[config.mk]
export PLATFORM = sky130hd
export DESIGN_NAME = pci_bridge_write_forwarding
export DESIGN_NICKNAME = d
export VERILOG_FILES = /design/src/pkg/pci_bridge_write_pkg.sv /design/src/rtl/pci_bridge_write_forwarding.sv
export SDC_FILE = /design/constraint.sdc
export NUM_CORES = 2
export LEC_CHECK = 0
export ABC_AREA = 1
export BUFFER_PORTS_ARGS = -buffer_cell sky130_fd_sc_hd__buf_2
export CORE_ASPECT_RATIO = 1.75
export CORE_UTILIZATION = 40
export CTS_BUF_LIST = sky130_fd_sc_hd__clkbuf_8 sky130_fd_sc_hd__clkbuf_16
export DETAILED_ROUTE_END_ITERATION = 6
export GPL_TIMING_DRIVEN = 1
export REMOVE_ABC_BUFFERS = 1
export SYNTH_ARGS = -nofsm -noshare
export SYNTH_HDL_FRONTEND = slang
export SYNTH_SLANG_ARGS = --single-unit
[constraint.sdc]
create_clock -name clk_sys -period 14.5 [get_ports clk_sys]
set_clock_uncertainty 0.05 [all_clocks]
set_input_delay 2.175 -clock clk_sys [delete_from_list [all_inputs] [get_ports clk_sys]]
set_output_delay 2.175 -clock clk_sys [all_outputs]
set_load 0.01 [all_outputs]
[src/pkg/pci_bridge_write_pkg.sv]
// Constants, register map and state encodings of the bridge write-forwarding path.
// Assumes one 10 MHz system clock and a synchronous, active-high reset.
package pci_bridge_write_pkg;

  // Bus commands
  localparam logic [3:0] CMD_IO_WRITE  = 4'h3;
  localparam logic [3:0] CMD_MEM_WRITE = 4'h7;
  localparam logic [3:0] CMD_CFG_WRITE = 4'hb;
  localparam logic [3:0] CMD_MWI       = 4'hf;
  localparam logic [1:0] CFG_TYPE1     = 2'h1;

  // Register map
  localparam logic [7:0]  REG_WINV_CTRL     = 8'h74;
  localparam logic [7:0]  REG_RETRY_DISCARD = 8'h78;
  localparam logic [31:0] WINV_CTRL_RESET   = 32'h0000_0000;
  localparam logic [31:0] DISCARD_RESET     = 32'h0000_8000;
  localparam int          MWI_FIELD_LO      = 7;
  localparam int          MWI_FIELD_HI      = 8;
  localparam logic [1:0]  MWI_LINE_DISC     = 2'h3;
  localparam logic [1:0]  MWI_AS_WRITE      = 2'h0;

  // Address ranges and boundaries
  localparam logic [31:0] VGA_LOW        = 32'h000a_0000;
  localparam logic [31:0] VGA_HIGH       = 32'h000b_ffff;
  localparam logic [9:0]  PAGE_LAST_WORD = 10'h3ff;
  localparam logic [7:0]  CLS_MAX        = 8'h10;
  localparam logic [31:0] ADDR_STEP      = 32'h0000_0004;

  // Posted queue layout
  localparam int          FIFO_WIDTH   = 38;
  localparam int          FIFO_DEPTH   = 32;
  localparam int          FIFO_AW      = 5;
  localparam int          FW_IS_ADDR   = 37;
  localparam int          FW_EOT       = 36;
  localparam logic [5:0]  LEVEL_ROOM   = 6'h1e;
  localparam logic [5:0]  LEVEL_NEAR   = 6'h1f;
  localparam logic [5:0]  LEVEL_ONE    = 6'h01;

  // Synchroniser reset values (control and byte-enable lines idle high, AD zero)
  localparam logic [37:0] P_SYNC_RESET = {2'h3, 4'hf, 32'h0};
  localparam logic [5:0]  S_SYNC_RESET = 6'h3f;

  localparam logic [32:0] RETRY_LIMIT_DEFAULT = 33'h001000000;

  typedef enum logic [5:0] {
    T_IDLE = 6'h01, T_DECODE = 6'h02, T_CLAIM = 6'h04,
    T_DATA = 6'h08, T_DLY = 6'h10, T_WAIT = 6'h20
  } tgt_state_e;

  typedef enum logic [4:0] {
    M_IDLE = 5'h01, M_REQ = 5'h02, M_ADDR = 5'h04, M_DATA = 5'h08, M_TURN = 5'h10
  } mst_state_e;

  typedef enum logic [2:0] {
    D_EMPTY = 3'h1, D_PEND = 3'h2, D_DONE = 3'h4
  } dly_state_e;

endpackage

[src/rtl/pci_bridge_write_forwarding.sv]
// Write-forwarding path of a two-port bus bridge, initiator bus to target bus.
// Assumes bus pins arrive asynchronously; configuration inputs share clk_sys.
//
// Overview of operation
// - Claim only by positive decode at medium timing, never subtractively.
// - A data phase completes when IRDY with TRDY or STOP is asserted.
// - Data moves only when IRDY and TRDY are both asserted.
// - Last phase: FRAME off with IRDY and TRDY, or IRDY with STOP.
// - Post plain and invalidate memory writes; delay VGA, I/O, type 1 config.
// - Posted write: DEVSEL medium, TRDY next cycle, needs room for address plus one word.
// - Posted data taken every clock without target wait states.
// - Disconnect at cache line, 4KB boundary or when the posted buffer fills; cache line only for invalidate writes with field 11.
// - Request the target bus once posted data is at the queue head.
// - With grant and idle bus drive address, then one word per clock.
// - Queue empties mid-flow: mark last phase, restart when data returns.
// - End on delivery, disconnect, retry, latency expiry; drop rest on abort.
// - Field 11 at 74h: disconnect invalidate writes at cache line boundaries.
// - Field 00 at 74h: forward invalidate writes as plain memory writes.
// - Every delayed write carries exactly one word.
// - First delayed write: claim, retry, capture command, address, data, enables.
// - Enqueue a delayed write only into a free, non-duplicate entry.
// - Issue the head delayed write after posted data, repeat on retry.
// - Retry limit exceeded: flag system error when error reporting enabled.
// - Matching repeat with completion at head: TRDY, plus STOP for more words.
// - Repeat before delivery: keep retrying, no second entry.
// - Discard timer from 78h drops an unclaimed completion, may flag error.

////////////////////////////////////////////////////////////////////////////////
module post_write_fifo #(
  parameter int WIDTH = 38,
  parameter int DEPTH = 32,
  parameter int AW    = 5
) (
  input  wire logic             clk_sys,
  input  wire logic             rst,
  input  wire logic             inValid,
  output logic                  inReady,
  input  wire logic [WIDTH-1:0] inData,
  output logic                  outValid,
  input  wire logic             outReady,
  output logic      [WIDTH-1:0] outData,
  output logic      [AW:0]      level
);
  logic [WIDTH-1:0] mem_q [DEPTH];
  logic [AW:0]      wrPtr_q;
  logic [AW:0]      rdPtr_q;

  assign level    = wrPtr_q - rdPtr_q;
  assign inReady  = level != (AW+1)'(DEPTH);
  assign outValid = level != '0;
  assign outData  = mem_q[rdPtr_q[AW-1:0]];

  always_ff @(posedge clk_sys) begin
    if (inValid && inReady) begin
      mem_q[wrPtr_q[AW-1:0]] <= inData;
    end
  end

  always_ff @(posedge clk_sys) begin
    if (rst) begin
      wrPtr_q <= '0;
      rdPtr_q <= '0;
    end else begin
      if (inValid && inReady) wrPtr_q <= wrPtr_q + 1'b1;
      if (outValid && outReady) rdPtr_q <= rdPtr_q + 1'b1;
    end
  end
endmodule

////////////////////////////////////////////////////////////////////////////////
module pci_bridge_write_forwarding
  import pci_bridge_write_pkg::*;
#(
  parameter logic [32:0] RETRY_LIMIT = RETRY_LIMIT_DEFAULT
) (
  input  wire logic        clk_sys,
  input  wire logic        rst,
  input  wire logic [31:0] pAdIn,
  input  wire logic [3:0]  pCbeInN,
  input  wire logic        pFrameInN,
  input  wire logic        pIrdyInN,
  output logic             pDevselOutN,
  output logic             pDevselOeN,
  output logic             pTrdyOutN,
  output logic             pTrdyOeN,
  output logic             pStopOutN,
  output logic             pStopOeN,
  output logic             primary_system_error_out_n,
  output logic             pSerrOeN,
  output logic             sReqOutN,
  input  wire logic        sGntInN,
  output logic [31:0]      sAdOut,
  output logic             sAdOeN,
  output logic [3:0]       sCbeOutN,
  output logic             sCbeOeN,
  output logic             sFrameOutN,
  output logic             sFrameOeN,
  output logic             sIrdyOutN,
  output logic             sIrdyOeN,
  input  wire logic        sFrameInN,
  input  wire logic        sIrdyInN,
  input  wire logic        sTrdyInN,
  input  wire logic        sStopInN,
  input  wire logic        sDevselInN,
  input  wire logic [31:0] memBase,
  input  wire logic [31:0] memLimit,
  input  wire logic [31:0] ioBase,
  input  wire logic [31:0] ioLimit,
  input  wire logic        vgaEnable,
  input  wire logic [7:0]  cacheLineSize,
  input  wire logic [7:0]  latencyTimer,
  input  wire logic        serrEnable,
  input  wire logic        cfgWe,
  input  wire logic [7:0]  cfgAddr,
  input  wire logic [31:0] cfgWdata,
  output logic [31:0]      cfgRdata
);
  logic [37:0] pSync1_q, pSync2_q;
  logic [5:0]  sSync1_q, sSync2_q;
  logic [31:0] pAd;
  logic [3:0]  pCbeN;
  logic        pFrameN, pIrdyN, sFrameN, sIrdyN, sTrdyN, sStopN, sDevselN, sGntN;
  tgt_state_e  tState_q;
  mst_state_e  mState_q;
  dly_state_e  dState_q;
  logic [3:0]  tCmd_q, mCmd_q, dCmd_q, dBe_q, cmdStored;
  logic [31:0] tAddr_q, pAddr_q, mAddr_q, dAddr_q, dData_q, dTimer_q;
  logic [31:0] winvCtrl_q, discardCount_q;
  logic        tPosted_q, tDelayed_q, mDelayed_q, flush_q, serrPulse_q;
  logic [7:0]  latCnt_q;
  logic [32:0] retryCnt_q;
  logic [1:0]  mwiField;
  logic        inMem, inIo, isVga, hitPosted, hitDelayed, postRoom, decodePush;
  logic        lineMode, clsPow2, atBoundary, stopNow, dataPush, lastPh;
  logic        sameTxn, dataMatch, dlyComplete, dlyEnqueue;
  logic        devselAct, trdyAct, stopAct;
  logic        fifoInValid, fifoInReady, fifoOutValid, fifoOutReady;
  logic [FIFO_WIDTH-1:0] fifoInData, head;
  logic [FIFO_AW:0]      fifoLevel;
  logic        headIsAddr, haveData, irdyAct, lastPhase, phaseDone, xfer, abortSeen;
  logic        flushPop, loadHead, dlyDelivered, dlyRetry, dlyFail, retryHit, discardExpire;

  ////////////////////////////////////////////////////////////////////////////////
  // Two-flop synchronisers for every bus pin
  always_ff @(posedge clk_sys) begin
    if (rst) begin
      pSync1_q <= P_SYNC_RESET;
      pSync2_q <= P_SYNC_RESET;
      sSync1_q <= S_SYNC_RESET;
      sSync2_q <= S_SYNC_RESET;
    end else begin
      pSync1_q <= {pIrdyInN, pFrameInN, pCbeInN, pAdIn};
      pSync2_q <= pSync1_q;
      sSync1_q <= {sGntInN, sDevselInN, sStopInN, sTrdyInN, sIrdyInN, sFrameInN};
      sSync2_q <= sSync1_q;
    end
  end
  assign {pIrdyN, pFrameN, pCbeN, pAd} = pSync2_q;
  assign {sGntN, sDevselN, sStopN, sTrdyN, sIrdyN, sFrameN} = sSync2_q;

  ////////////////////////////////////////////////////////////////////////////////
  // Configuration registers
  always_ff @(posedge clk_sys) begin
    if (rst) begin
      winvCtrl_q     <= WINV_CTRL_RESET;
      discardCount_q <= DISCARD_RESET;
    end else if (cfgWe) begin
      if (cfgAddr == REG_WINV_CTRL) winvCtrl_q <= cfgWdata;
      if (cfgAddr == REG_RETRY_DISCARD) discardCount_q <= cfgWdata;
    end
  end
  assign cfgRdata = (cfgAddr == REG_WINV_CTRL) ? winvCtrl_q :
                    (cfgAddr == REG_RETRY_DISCARD) ? discardCount_q : '0;
  assign mwiField = winvCtrl_q[MWI_FIELD_HI:MWI_FIELD_LO];

  ////////////////////////////////////////////////////////////////////////////////
  // Initiator-bus decode and target side
  assign inMem      = tAddr_q >= memBase && tAddr_q <= memLimit;
  assign inIo       = tAddr_q >= ioBase && tAddr_q <= ioLimit;
  assign isVga      = vgaEnable && tAddr_q >= VGA_LOW && tAddr_q <= VGA_HIGH;
  assign hitPosted  = ((tCmd_q == CMD_MEM_WRITE && !isVga) || tCmd_q == CMD_MWI) && inMem;
  assign hitDelayed = (tCmd_q == CMD_MEM_WRITE && isVga) || (tCmd_q == CMD_IO_WRITE && inIo) ||
                      (tCmd_q == CMD_CFG_WRITE && tAddr_q[1:0] == CFG_TYPE1);
  assign postRoom   = fifoLevel <= LEVEL_ROOM;
  assign decodePush = tState_q == T_DECODE && hitPosted && postRoom;
  assign cmdStored  = (tCmd_q == CMD_MWI && mwiField == MWI_AS_WRITE) ? CMD_MEM_WRITE : tCmd_q;

  assign lineMode   = tCmd_q == CMD_MWI && mwiField == MWI_LINE_DISC;
  assign clsPow2    = cacheLineSize != '0 && cacheLineSize <= CLS_MAX &&
                      (cacheLineSize & (cacheLineSize - 8'h01)) == '0;
  assign atBoundary = pAddr_q[11:2] == PAGE_LAST_WORD ||
                      (lineMode && clsPow2 &&
                       ((pAddr_q[9:2] + 8'h01) & (cacheLineSize - 8'h01)) == '0);
  assign stopNow    = tState_q == T_DATA && (atBoundary || fifoLevel >= LEVEL_NEAR || !fifoInReady);
  assign dataPush   = tState_q == T_DATA && !pIrdyN;
  assign lastPh     = pFrameN || stopNow;

  assign sameTxn     = dState_q != D_EMPTY && dCmd_q == tCmd_q && dAddr_q == tAddr_q;
  always_comb begin
    dataMatch = sameTxn && dBe_q == pCbeN;
    for (int b = 0; b < 4; b++) begin
      if (!pCbeN[b] && dData_q[8*b +: 8] != pAd[8*b +: 8]) dataMatch = 1'b0;
    end
  end
  assign dlyComplete = tState_q == T_DLY && !pIrdyN && tDelayed_q && dState_q == D_DONE &&
                       dataMatch;
  assign dlyEnqueue  = tState_q == T_DLY && !pIrdyN && tDelayed_q && dState_q == D_EMPTY;

  always_ff @(posedge clk_sys) begin
    if (rst) begin
      tState_q   <= T_IDLE;
      tCmd_q     <= '0;
      tAddr_q    <= '0;
      pAddr_q    <= '0;
      tPosted_q  <= 1'b0;
      tDelayed_q <= 1'b0;
    end else begin
      case (tState_q)
        T_IDLE: begin
          tCmd_q  <= pCbeN;
          tAddr_q <= pAd;
          if (!pFrameN) tState_q <= T_DECODE;
        end
        T_DECODE: begin
          pAddr_q    <= tAddr_q;
          tPosted_q  <= hitPosted && postRoom;
          tDelayed_q <= hitDelayed;
          tState_q   <= (hitPosted || hitDelayed) ? T_CLAIM : T_WAIT;
        end
        T_CLAIM: tState_q <= tPosted_q ? T_DATA : T_DLY;
        T_DATA: begin
          if (!pIrdyN) begin
            pAddr_q <= pAddr_q + ADDR_STEP;
            if (lastPh) tState_q <= T_WAIT;
          end
        end
        T_DLY: if (!pIrdyN) tState_q <= T_WAIT;
        T_WAIT: if (pFrameN && pIrdyN) tState_q <= T_IDLE;
        default: tState_q <= T_IDLE;
      endcase
    end
  end

  assign devselAct   = tState_q == T_CLAIM || tState_q == T_DATA || tState_q == T_DLY;
  assign trdyAct     = tState_q == T_DATA || dlyComplete;
  assign stopAct     = stopNow || (tState_q == T_DLY && !pIrdyN &&
                       !(dlyComplete && pFrameN));
  assign pDevselOutN = !devselAct;
  assign pTrdyOutN   = !trdyAct;
  assign pStopOutN   = !stopAct;
  assign pDevselOeN  = !devselAct;
  assign pTrdyOeN    = !devselAct;
  assign pStopOeN    = !devselAct;

  ////////////////////////////////////////////////////////////////////////////////
  // Posted write queue
  assign fifoInValid = decodePush || dataPush;
  assign fifoInData  = decodePush ? {1'b1, 1'b0, cmdStored, tAddr_q} : {1'b0, lastPh, pCbeN, pAd};

  post_write_fifo #(
    .WIDTH (FIFO_WIDTH),
    .DEPTH (FIFO_DEPTH),
    .AW    (FIFO_AW)
  ) u_fifo (
    .clk_sys  (clk_sys),
    .rst      (rst),
    .inValid  (fifoInValid),
    .inReady  (fifoInReady),
    .inData   (fifoInData),
    .outValid (fifoOutValid),
    .outReady (fifoOutReady),
    .outData  (head),
    .level    (fifoLevel)
  );

  ////////////////////////////////////////////////////////////////////////////////
  // Target-bus master
  assign headIsAddr   = head[FW_IS_ADDR];
  assign haveData     = mDelayed_q || (fifoOutValid && !headIsAddr);
  assign irdyAct      = mState_q == M_DATA && haveData;
  assign lastPhase    = mDelayed_q || head[FW_EOT] || fifoLevel == LEVEL_ONE ||
                        (latCnt_q == '0 && sGntN);
  assign phaseDone    = irdyAct && (!sTrdyN || !sStopN);
  assign xfer         = irdyAct && !sTrdyN;
  assign abortSeen    = irdyAct && !sStopN && sDevselN;
  assign flushPop     = mState_q == M_IDLE && flush_q && fifoOutValid && !headIsAddr;
  assign loadHead     = mState_q == M_REQ && !sGntN && sFrameN && sIrdyN && !mDelayed_q &&
                        fifoOutValid && headIsAddr;
  assign fifoOutReady = flushPop || loadHead || (xfer && !mDelayed_q);
  assign dlyDelivered = xfer && mDelayed_q;
  assign dlyRetry     = irdyAct && mDelayed_q && !sStopN && sTrdyN && !sDevselN;
  assign retryHit     = dlyRetry && retryCnt_q + 33'h1 >= RETRY_LIMIT;
  assign dlyFail      = (abortSeen && mDelayed_q) || retryHit;

  always_ff @(posedge clk_sys) begin
    if (rst) begin
      mState_q   <= M_IDLE;
      mDelayed_q <= 1'b0;
      mAddr_q    <= '0;
      mCmd_q     <= '0;
      latCnt_q   <= '0;
      flush_q    <= 1'b0;
    end else begin
      case (mState_q)
        M_IDLE: begin
          if (flush_q && fifoOutValid && headIsAddr) flush_q <= 1'b0;
          if (fifoOutValid && !flushPop && !(flush_q && !headIsAddr)) begin
            mDelayed_q <= 1'b0;
            mState_q   <= M_REQ;
          end else if (!fifoOutValid && dState_q == D_PEND) begin
            mDelayed_q <= 1'b1;
            mState_q   <= M_REQ;
          end
        end
        M_REQ: begin
          if (!sGntN && sFrameN && sIrdyN) begin
            mState_q <= M_ADDR;
            if (mDelayed_q) begin
              mAddr_q <= dAddr_q;
              mCmd_q  <= dCmd_q;
            end else if (loadHead) begin
              mAddr_q <= head[31:0];
              mCmd_q  <= head[35:32];
            end
          end
        end
        M_ADDR: begin
          latCnt_q <= latencyTimer;
          mState_q <= M_DATA;
        end
        M_DATA: begin
          if (latCnt_q != '0) latCnt_q <= latCnt_q - 8'h01;
          if (xfer) mAddr_q <= mAddr_q + ADDR_STEP;
          if (abortSeen && !mDelayed_q) flush_q <= 1'b1;
          if (phaseDone && (lastPhase || !sStopN)) mState_q <= M_TURN;
        end
        M_TURN: mState_q <= M_IDLE;
        default: mState_q <= M_IDLE;
      endcase
    end
  end

  assign sReqOutN   = mState_q != M_REQ;
  assign sAdOut     = (mState_q == M_ADDR) ? mAddr_q : (mDelayed_q ? dData_q : head[31:0]);
  assign sCbeOutN   = (mState_q == M_ADDR) ? mCmd_q : (mDelayed_q ? dBe_q : head[35:32]);
  assign sAdOeN     = !(mState_q == M_ADDR || mState_q == M_DATA);
  assign sCbeOeN    = sAdOeN;
  assign sFrameOutN = !(mState_q == M_ADDR || (mState_q == M_DATA && !lastPhase));
  assign sFrameOeN  = !(mState_q == M_ADDR || mState_q == M_DATA || mState_q == M_TURN);
  assign sIrdyOutN  = !irdyAct;
  assign sIrdyOeN   = !(mState_q == M_DATA || mState_q == M_TURN);

  ////////////////////////////////////////////////////////////////////////////////
  // Delayed write entry, retry count and discard timer
  assign discardExpire = dState_q == D_DONE && dTimer_q == '0 && !dlyComplete;

  always_ff @(posedge clk_sys) begin
    if (rst) begin
      dState_q   <= D_EMPTY;
      dCmd_q     <= '0;
      dAddr_q    <= '0;
      dData_q    <= '0;
      dBe_q      <= '0;
      dTimer_q   <= '0;
      retryCnt_q <= '0;
    end else begin
      case (dState_q)
        D_EMPTY: begin
          if (dlyEnqueue) begin
            dCmd_q     <= tCmd_q;
            dAddr_q    <= tAddr_q;
            dData_q    <= pAd;
            dBe_q      <= pCbeN;
            retryCnt_q <= '0;
            dState_q   <= D_PEND;
          end
        end
        D_PEND: begin
          if (dlyRetry) retryCnt_q <= retryCnt_q + 33'h1;
          if (dlyDelivered) begin
            dTimer_q <= discardCount_q;
            dState_q <= D_DONE;
          end else if (dlyFail) begin
            dState_q <= D_EMPTY;
          end
        end
        D_DONE: begin
          if (dTimer_q != '0) dTimer_q <= dTimer_q - 32'h1;
          if (dlyComplete || discardExpire) dState_q <= D_EMPTY;
        end
        default: dState_q <= D_EMPTY;
      endcase
    end
  end

  always_ff @(posedge clk_sys) begin
    if (rst) serrPulse_q <= 1'b0;
    else serrPulse_q <= serrEnable && (retryHit || discardExpire);
  end
  assign primary_system_error_out_n = 1'b0;
  assign pSerrOeN = !serrPulse_q;
endmodule

==> results_tabular.tex <==
\begin{tabular}{lr}
\hline
Metric & Value \\
\hline
\multicolumn{2}{l}{\textbf{Outcome}} \\
\quad Outcome & complete, but fails checks \\
\quad Failing checks & DRC \\
\multicolumn{2}{l}{\textbf{Logic synthesis}} \\
\quad Post-synthesis mux area share & 0\% \\
\quad Share of flip-flops with an asynchronous set or reset after synthesis & 0\% \\
\quad Dominant cells by area after synthesis & sky130\_fd\_sc\_hd\_\_edfxtp\_1, sky130\_fd\_sc\_hd\_\_dfxtp\_1, sky130\_fd\_sc\_hd\_\_nand2\_1, sky130\_fd\_sc\_hd\_\_nor2\_1, sky130\_fd\_sc\_hd\_\_o21ai\_0 \\
\quad Ys Warns & 0 \\
\quad Synth Area per Inst & 9.95 um2 \\
\quad Synth Flop Type & sky130\_fd\_sc\_hd\_\_edfxtp\_1 \\
\quad Top-area cell type share of the netlist area & 50.6\% \\
\quad Cell area after technology mapping & 72100 um2 \\
\quad Synthesized-area fraction occupied by ao, oa, aoi and oai cells & 12.4\% \\
\quad Most common cell in the netlist & sky130\_fd\_sc\_hd\_\_edfxtp\_1 \\
\quad Synthesized-area fraction occupied by adder cells & 2.67\% \\
\quad Yosys top cell by area & sky130\_fd\_sc\_hd\_\_edfxtp\_1 \\
\quad Post-synthesis share of cell area spent on and, or, nand and nor gates & 16.0\% \\
\quad Register area share after synthesis & 62.2\% \\
\quad Share of the synthesized netlist area taken by xor and xnor gates & 1.08\% \\
\quad EDFF count, synth & 1216 \\
\quad Commonest cells in the synthesized netlist & sky130\_fd\_sc\_hd\_\_edfxtp\_1, sky130\_fd\_sc\_hd\_\_nand2\_1, sky130\_fd\_sc\_hd\_\_nor2\_1 \\
\quad Number of distinct library cell variants in the gate-level netlist after synthesis & 60 \\
\quad Mapped Cells & 7245 \\
\quad Dominant combinational cell family by area after synthesis & simple AND/OR/NAND/NOR gates \\
\quad Seq cells post-synth & 1631 \\
\multicolumn{2}{l}{\textbf{Cells and area}} \\
\quad Area added between synthesis and finish & 12.7\% \\
\quad Fillers & 16800 \\
\quad Share of layout cells above drive strength 1 & 10.4\% \\
\quad Final layout net count & 7796 \\
\quad Final design area excluding fillers & 81300 um2 \\
\quad Share of the core filled with cells & 45.5\% \\
\multicolumn{2}{l}{\textbf{STA}} \\
\quad Setup tns final & 0 ns \\
\quad Final Hold Slack & 0.352 ns \\
\quad Hold Fails Final Rpt & 0 \\
\quad Achievable Freq & 124 MHz \\
\quad Headroom to the max-slew limit & 15.4\% \\
\quad Unrepaired setup endpoints after global routing & no \\
\quad Final setup violation count & 0 \\
\quad Final Cycle Share & 55.5\% \\
\quad Crit path time final & 8.05 ns \\
\quad Max Slew Vio Count & 0 \\
\quad Transition time at the pin with the least slew margin & 1.27 ns \\
\multicolumn{2}{l}{\textbf{Global route}} \\
\quad Antenna violations before repair & 31 \\
\quad GRT Resource Usage Total & 26.1\% \\
\quad Remaining global-route overflow & 0 \\
\quad Global-route wire length before repair & 351000 um \\
\quad Via count of the first global-routing pass & 53500 \\
\quad Largest net degree at the start of global routing & 159 \\
\multicolumn{2}{l}{\textbf{Clock network}} \\
\quad Clock latency on the worst-skew pair & 0.79 ns \\
\quad H-tree depth & 4 \\
\quad Reg clk slew, reported paths & 0.07 ns \\
\quad Inserted Clock Buffers & 152 \\
\quad Gates resized, CTS repair & 0 \\
\quad CTS tree & yes \\
\quad Number of sinks on the clock net & 1631 \\
\quad Root buffer selected by CTS & sky130\_fd\_sc\_hd\_\_clkbuf\_16 \\
\quad Hold-fix buffers at CTS & 0 \\
\quad Buffers inserted during post-CTS setup optimization & 0 \\
\quad Buffer levels on the longest clock path & 4 \\
\multicolumn{2}{l}{\textbf{Power and ir drop}} \\
\quad Leakage dissipation & 0.0307 uW \\
\quad Worst VDD drop & 0.0765 mV \\
\quad Pwr Density & 120 nW/um2 \\
\multicolumn{2}{l}{\textbf{Job}} \\
\quad Max-Cap Viols & 0 \\
\multicolumn{2}{l}{\textbf{Worst setup path}} \\
\quad Crit Path Category & reg -> out \\
\quad Register-to-Register Setup Slack & 8.70 ns \\
\quad Critical path launch point type & register \\
\quad Worst-path fanout max & 131 \\
\quad Capturing point of the worst reg2reg path & mAddr\_q[4]\$\_SDFFE\_PP0P\_ \\
\quad Critical path required time & 12.27 ns \\
\quad Arrival time of the worst setup path & 5.82 ns \\
\quad CP Capture Type & output port \\
\quad Worst setup endpoint & sAdOut[20] \\
\quad Reg2reg path depth & 17 \\
\multicolumn{2}{l}{\textbf{Floorplan}} \\
\quad Top-level I/O count & 316 \\
\quad Number of cell rows & 205 \\
\quad Die Ht & 564 um \\
\quad Floorplan die area & 182000 um2 \\
\quad Core footprint & 179000 um2 \\
\quad Effective utilization at floorplan & 40.4\% \\
\quad X dimension of the die & 323 um \\
\multicolumn{2}{l}{\textbf{Detailed routing}} \\
\quad Number of DRC violations after detailed routing & 4 \\
\quad Total number of vias & 55600 \\
\quad Routed len/inst & 24.3 um \\
\quad First-pass iteration count of the detailed router & 7 \\
\quad Routed vias/inst & 5.61 \\
\quad Initial detailed-routing violation count & 5773 \\
\quad Remaining antenna violation count after routing & 0 \\
\quad Drt total wl & 241000 um \\
\multicolumn{2}{l}{\textbf{Placement}} \\
\quad IO buf count & 314 \\
\quad Placed wire-length estimate & 160000 um \\
\quad Gp weighted congestion & 1.01 \\
\quad Post-detailed-placement cell area & 76300 um2 \\
\multicolumn{2}{l}{\textbf{Worst hold path}} \\
\quad Tightest Hold Check Type & reg -> reg \\
\quad Min-Delay Path Depth & 2 \\
\hline
\end{tabular}
report_power, final:
part           switching, uW  internal [uW]  total (uW)  leakage, uW
combinational            343            168         511       0.0138
sequential               101           5020        5120       0.0144
clock                   1770           2320        4090      0.00251
how the worst min path moves through the flow:
stage	from	end
5_1_grt	sSync1_q[5]$_SDFF_PP1_	sSync2_q[5]$_SDFF_PP1_
6_report	pSync1_q[11]$_SDFF_PP0_	pSync2_q[11]$_SDFF_PP0_
3_3_place_gp	pSync1_q[31]$_SDFF_PP0_	pSync2_q[31]$_SDFF_PP0_
4_1_cts	pSync1_q[6]$_SDFF_PP0_	pSync2_q[6]$_SDFF_PP0_
3_5_place_dp	pSync1_q[20]$_SDFF_PP0_	pSync2_q[20]$_SDFF_PP0_
2_1_floorplan	pSync1_q[0]$_SDFF_PP0_	pSync2_q[0]$_SDFF_PP0_
critical path: stages (launching register included):
cell                       delay, ns
sky130_fd_sc_hd__dfxtp_4        0.62
sky130_fd_sc_hd__buf_4          0.60
sky130_fd_sc_hd__buf_12         0.39
sky130_fd_sc_hd__buf_4          0.61
sky130_fd_sc_hd__buf_4          0.62
sky130_fd_sc_hd__o21ai_0        0.20
sky130_fd_sc_hd__o221ai_1       0.24
sky130_fd_sc_hd__nand3_1        0.13
sky130_fd_sc_hd__nand3_1        0.12
sky130_fd_sc_hd__nand3_1        0.28
sky130_fd_sc_hd__a22oi_1        0.59
sky130_fd_sc_hd__buf_2          0.24
area by class of cell:
cell class                 count  area (um2)  area share (%)
antenna                       17        42.5          0.0523
clock buffer                 167        4070            5.00
clock inverter                90         878            1.08
inverter                     596        2270            2.79
multi-input combinational   4606       23700            29.2
sequential                  1631       44800            55.2
tap                         2380        2980            3.66
timing repair buffer         423        2470            3.04
cells by family after synthesis:
kind of cell	Yosys count
buffers and inverters	1008
flip-flops	1631
XOR/XNOR	89
adder cells (fa/ha/maj)	153
AO/OA/AOI/OAI	1562
AND/OR/NAND/NOR	2801
other	1
registers in the layout, indices dropped and copies added (netlist names), 33 cells and up, named ones only:
register      count
u_fifo.mem_q   1216
pSync1_q         38
pSync2_q         38
retryCnt_q       33
layout by cell type, fill, tap and decap left out, types with 157 or more instances in the layout:
master | netlist | layout
sky130_fd_sc_hd__inv_1 | 585 | 602
sky130_fd_sc_hd__o221ai_1 | 171 | 171
sky130_fd_sc_hd__edfxtp_1 | 1216 | 1216
sky130_fd_sc_hd__buf_2 | 101 | 313
sky130_fd_sc_hd__nor2_1 | 1072 | 1041
sky130_fd_sc_hd__nand2_1 | 1121 | 1120
sky130_fd_sc_hd__o21ai_0 | 749 | 716
sky130_fd_sc_hd__dfxtp_1 | 415 | 409
sky130_fd_sc_hd__nand3_1 | 410 | 409
sky130_fd_sc_hd__a21oi_1 | 384 | 384
sky130_fd_sc_hd__clkbuf_16 | 0 | 157
routing by layer:
layer  global-route usage [%]  vias to the layer above  routed length (um)
li1                         -                    25500                   -
met1                     30.7                    27100               89200
met2                     45.0                     2564              119000
met3                     4.80                      528               19200
met4                     13.4                       10               13500
met5                        0                        -                  56
stage by stage:
stage / std cells / setup slack, ns / power (uW)
after floorplan: 6833 / -12.04 / 5460
final: 9910 / 6.45 / 9720
after global placement: 9636 / 7.44 / 5720
after detailed placement: 9636 / 7.38 / 5730
after global routing: 9903 / 6.22 / 9990
after CTS: 9893 / 6.53 / 9780
(Power assumes the default switching activity.)
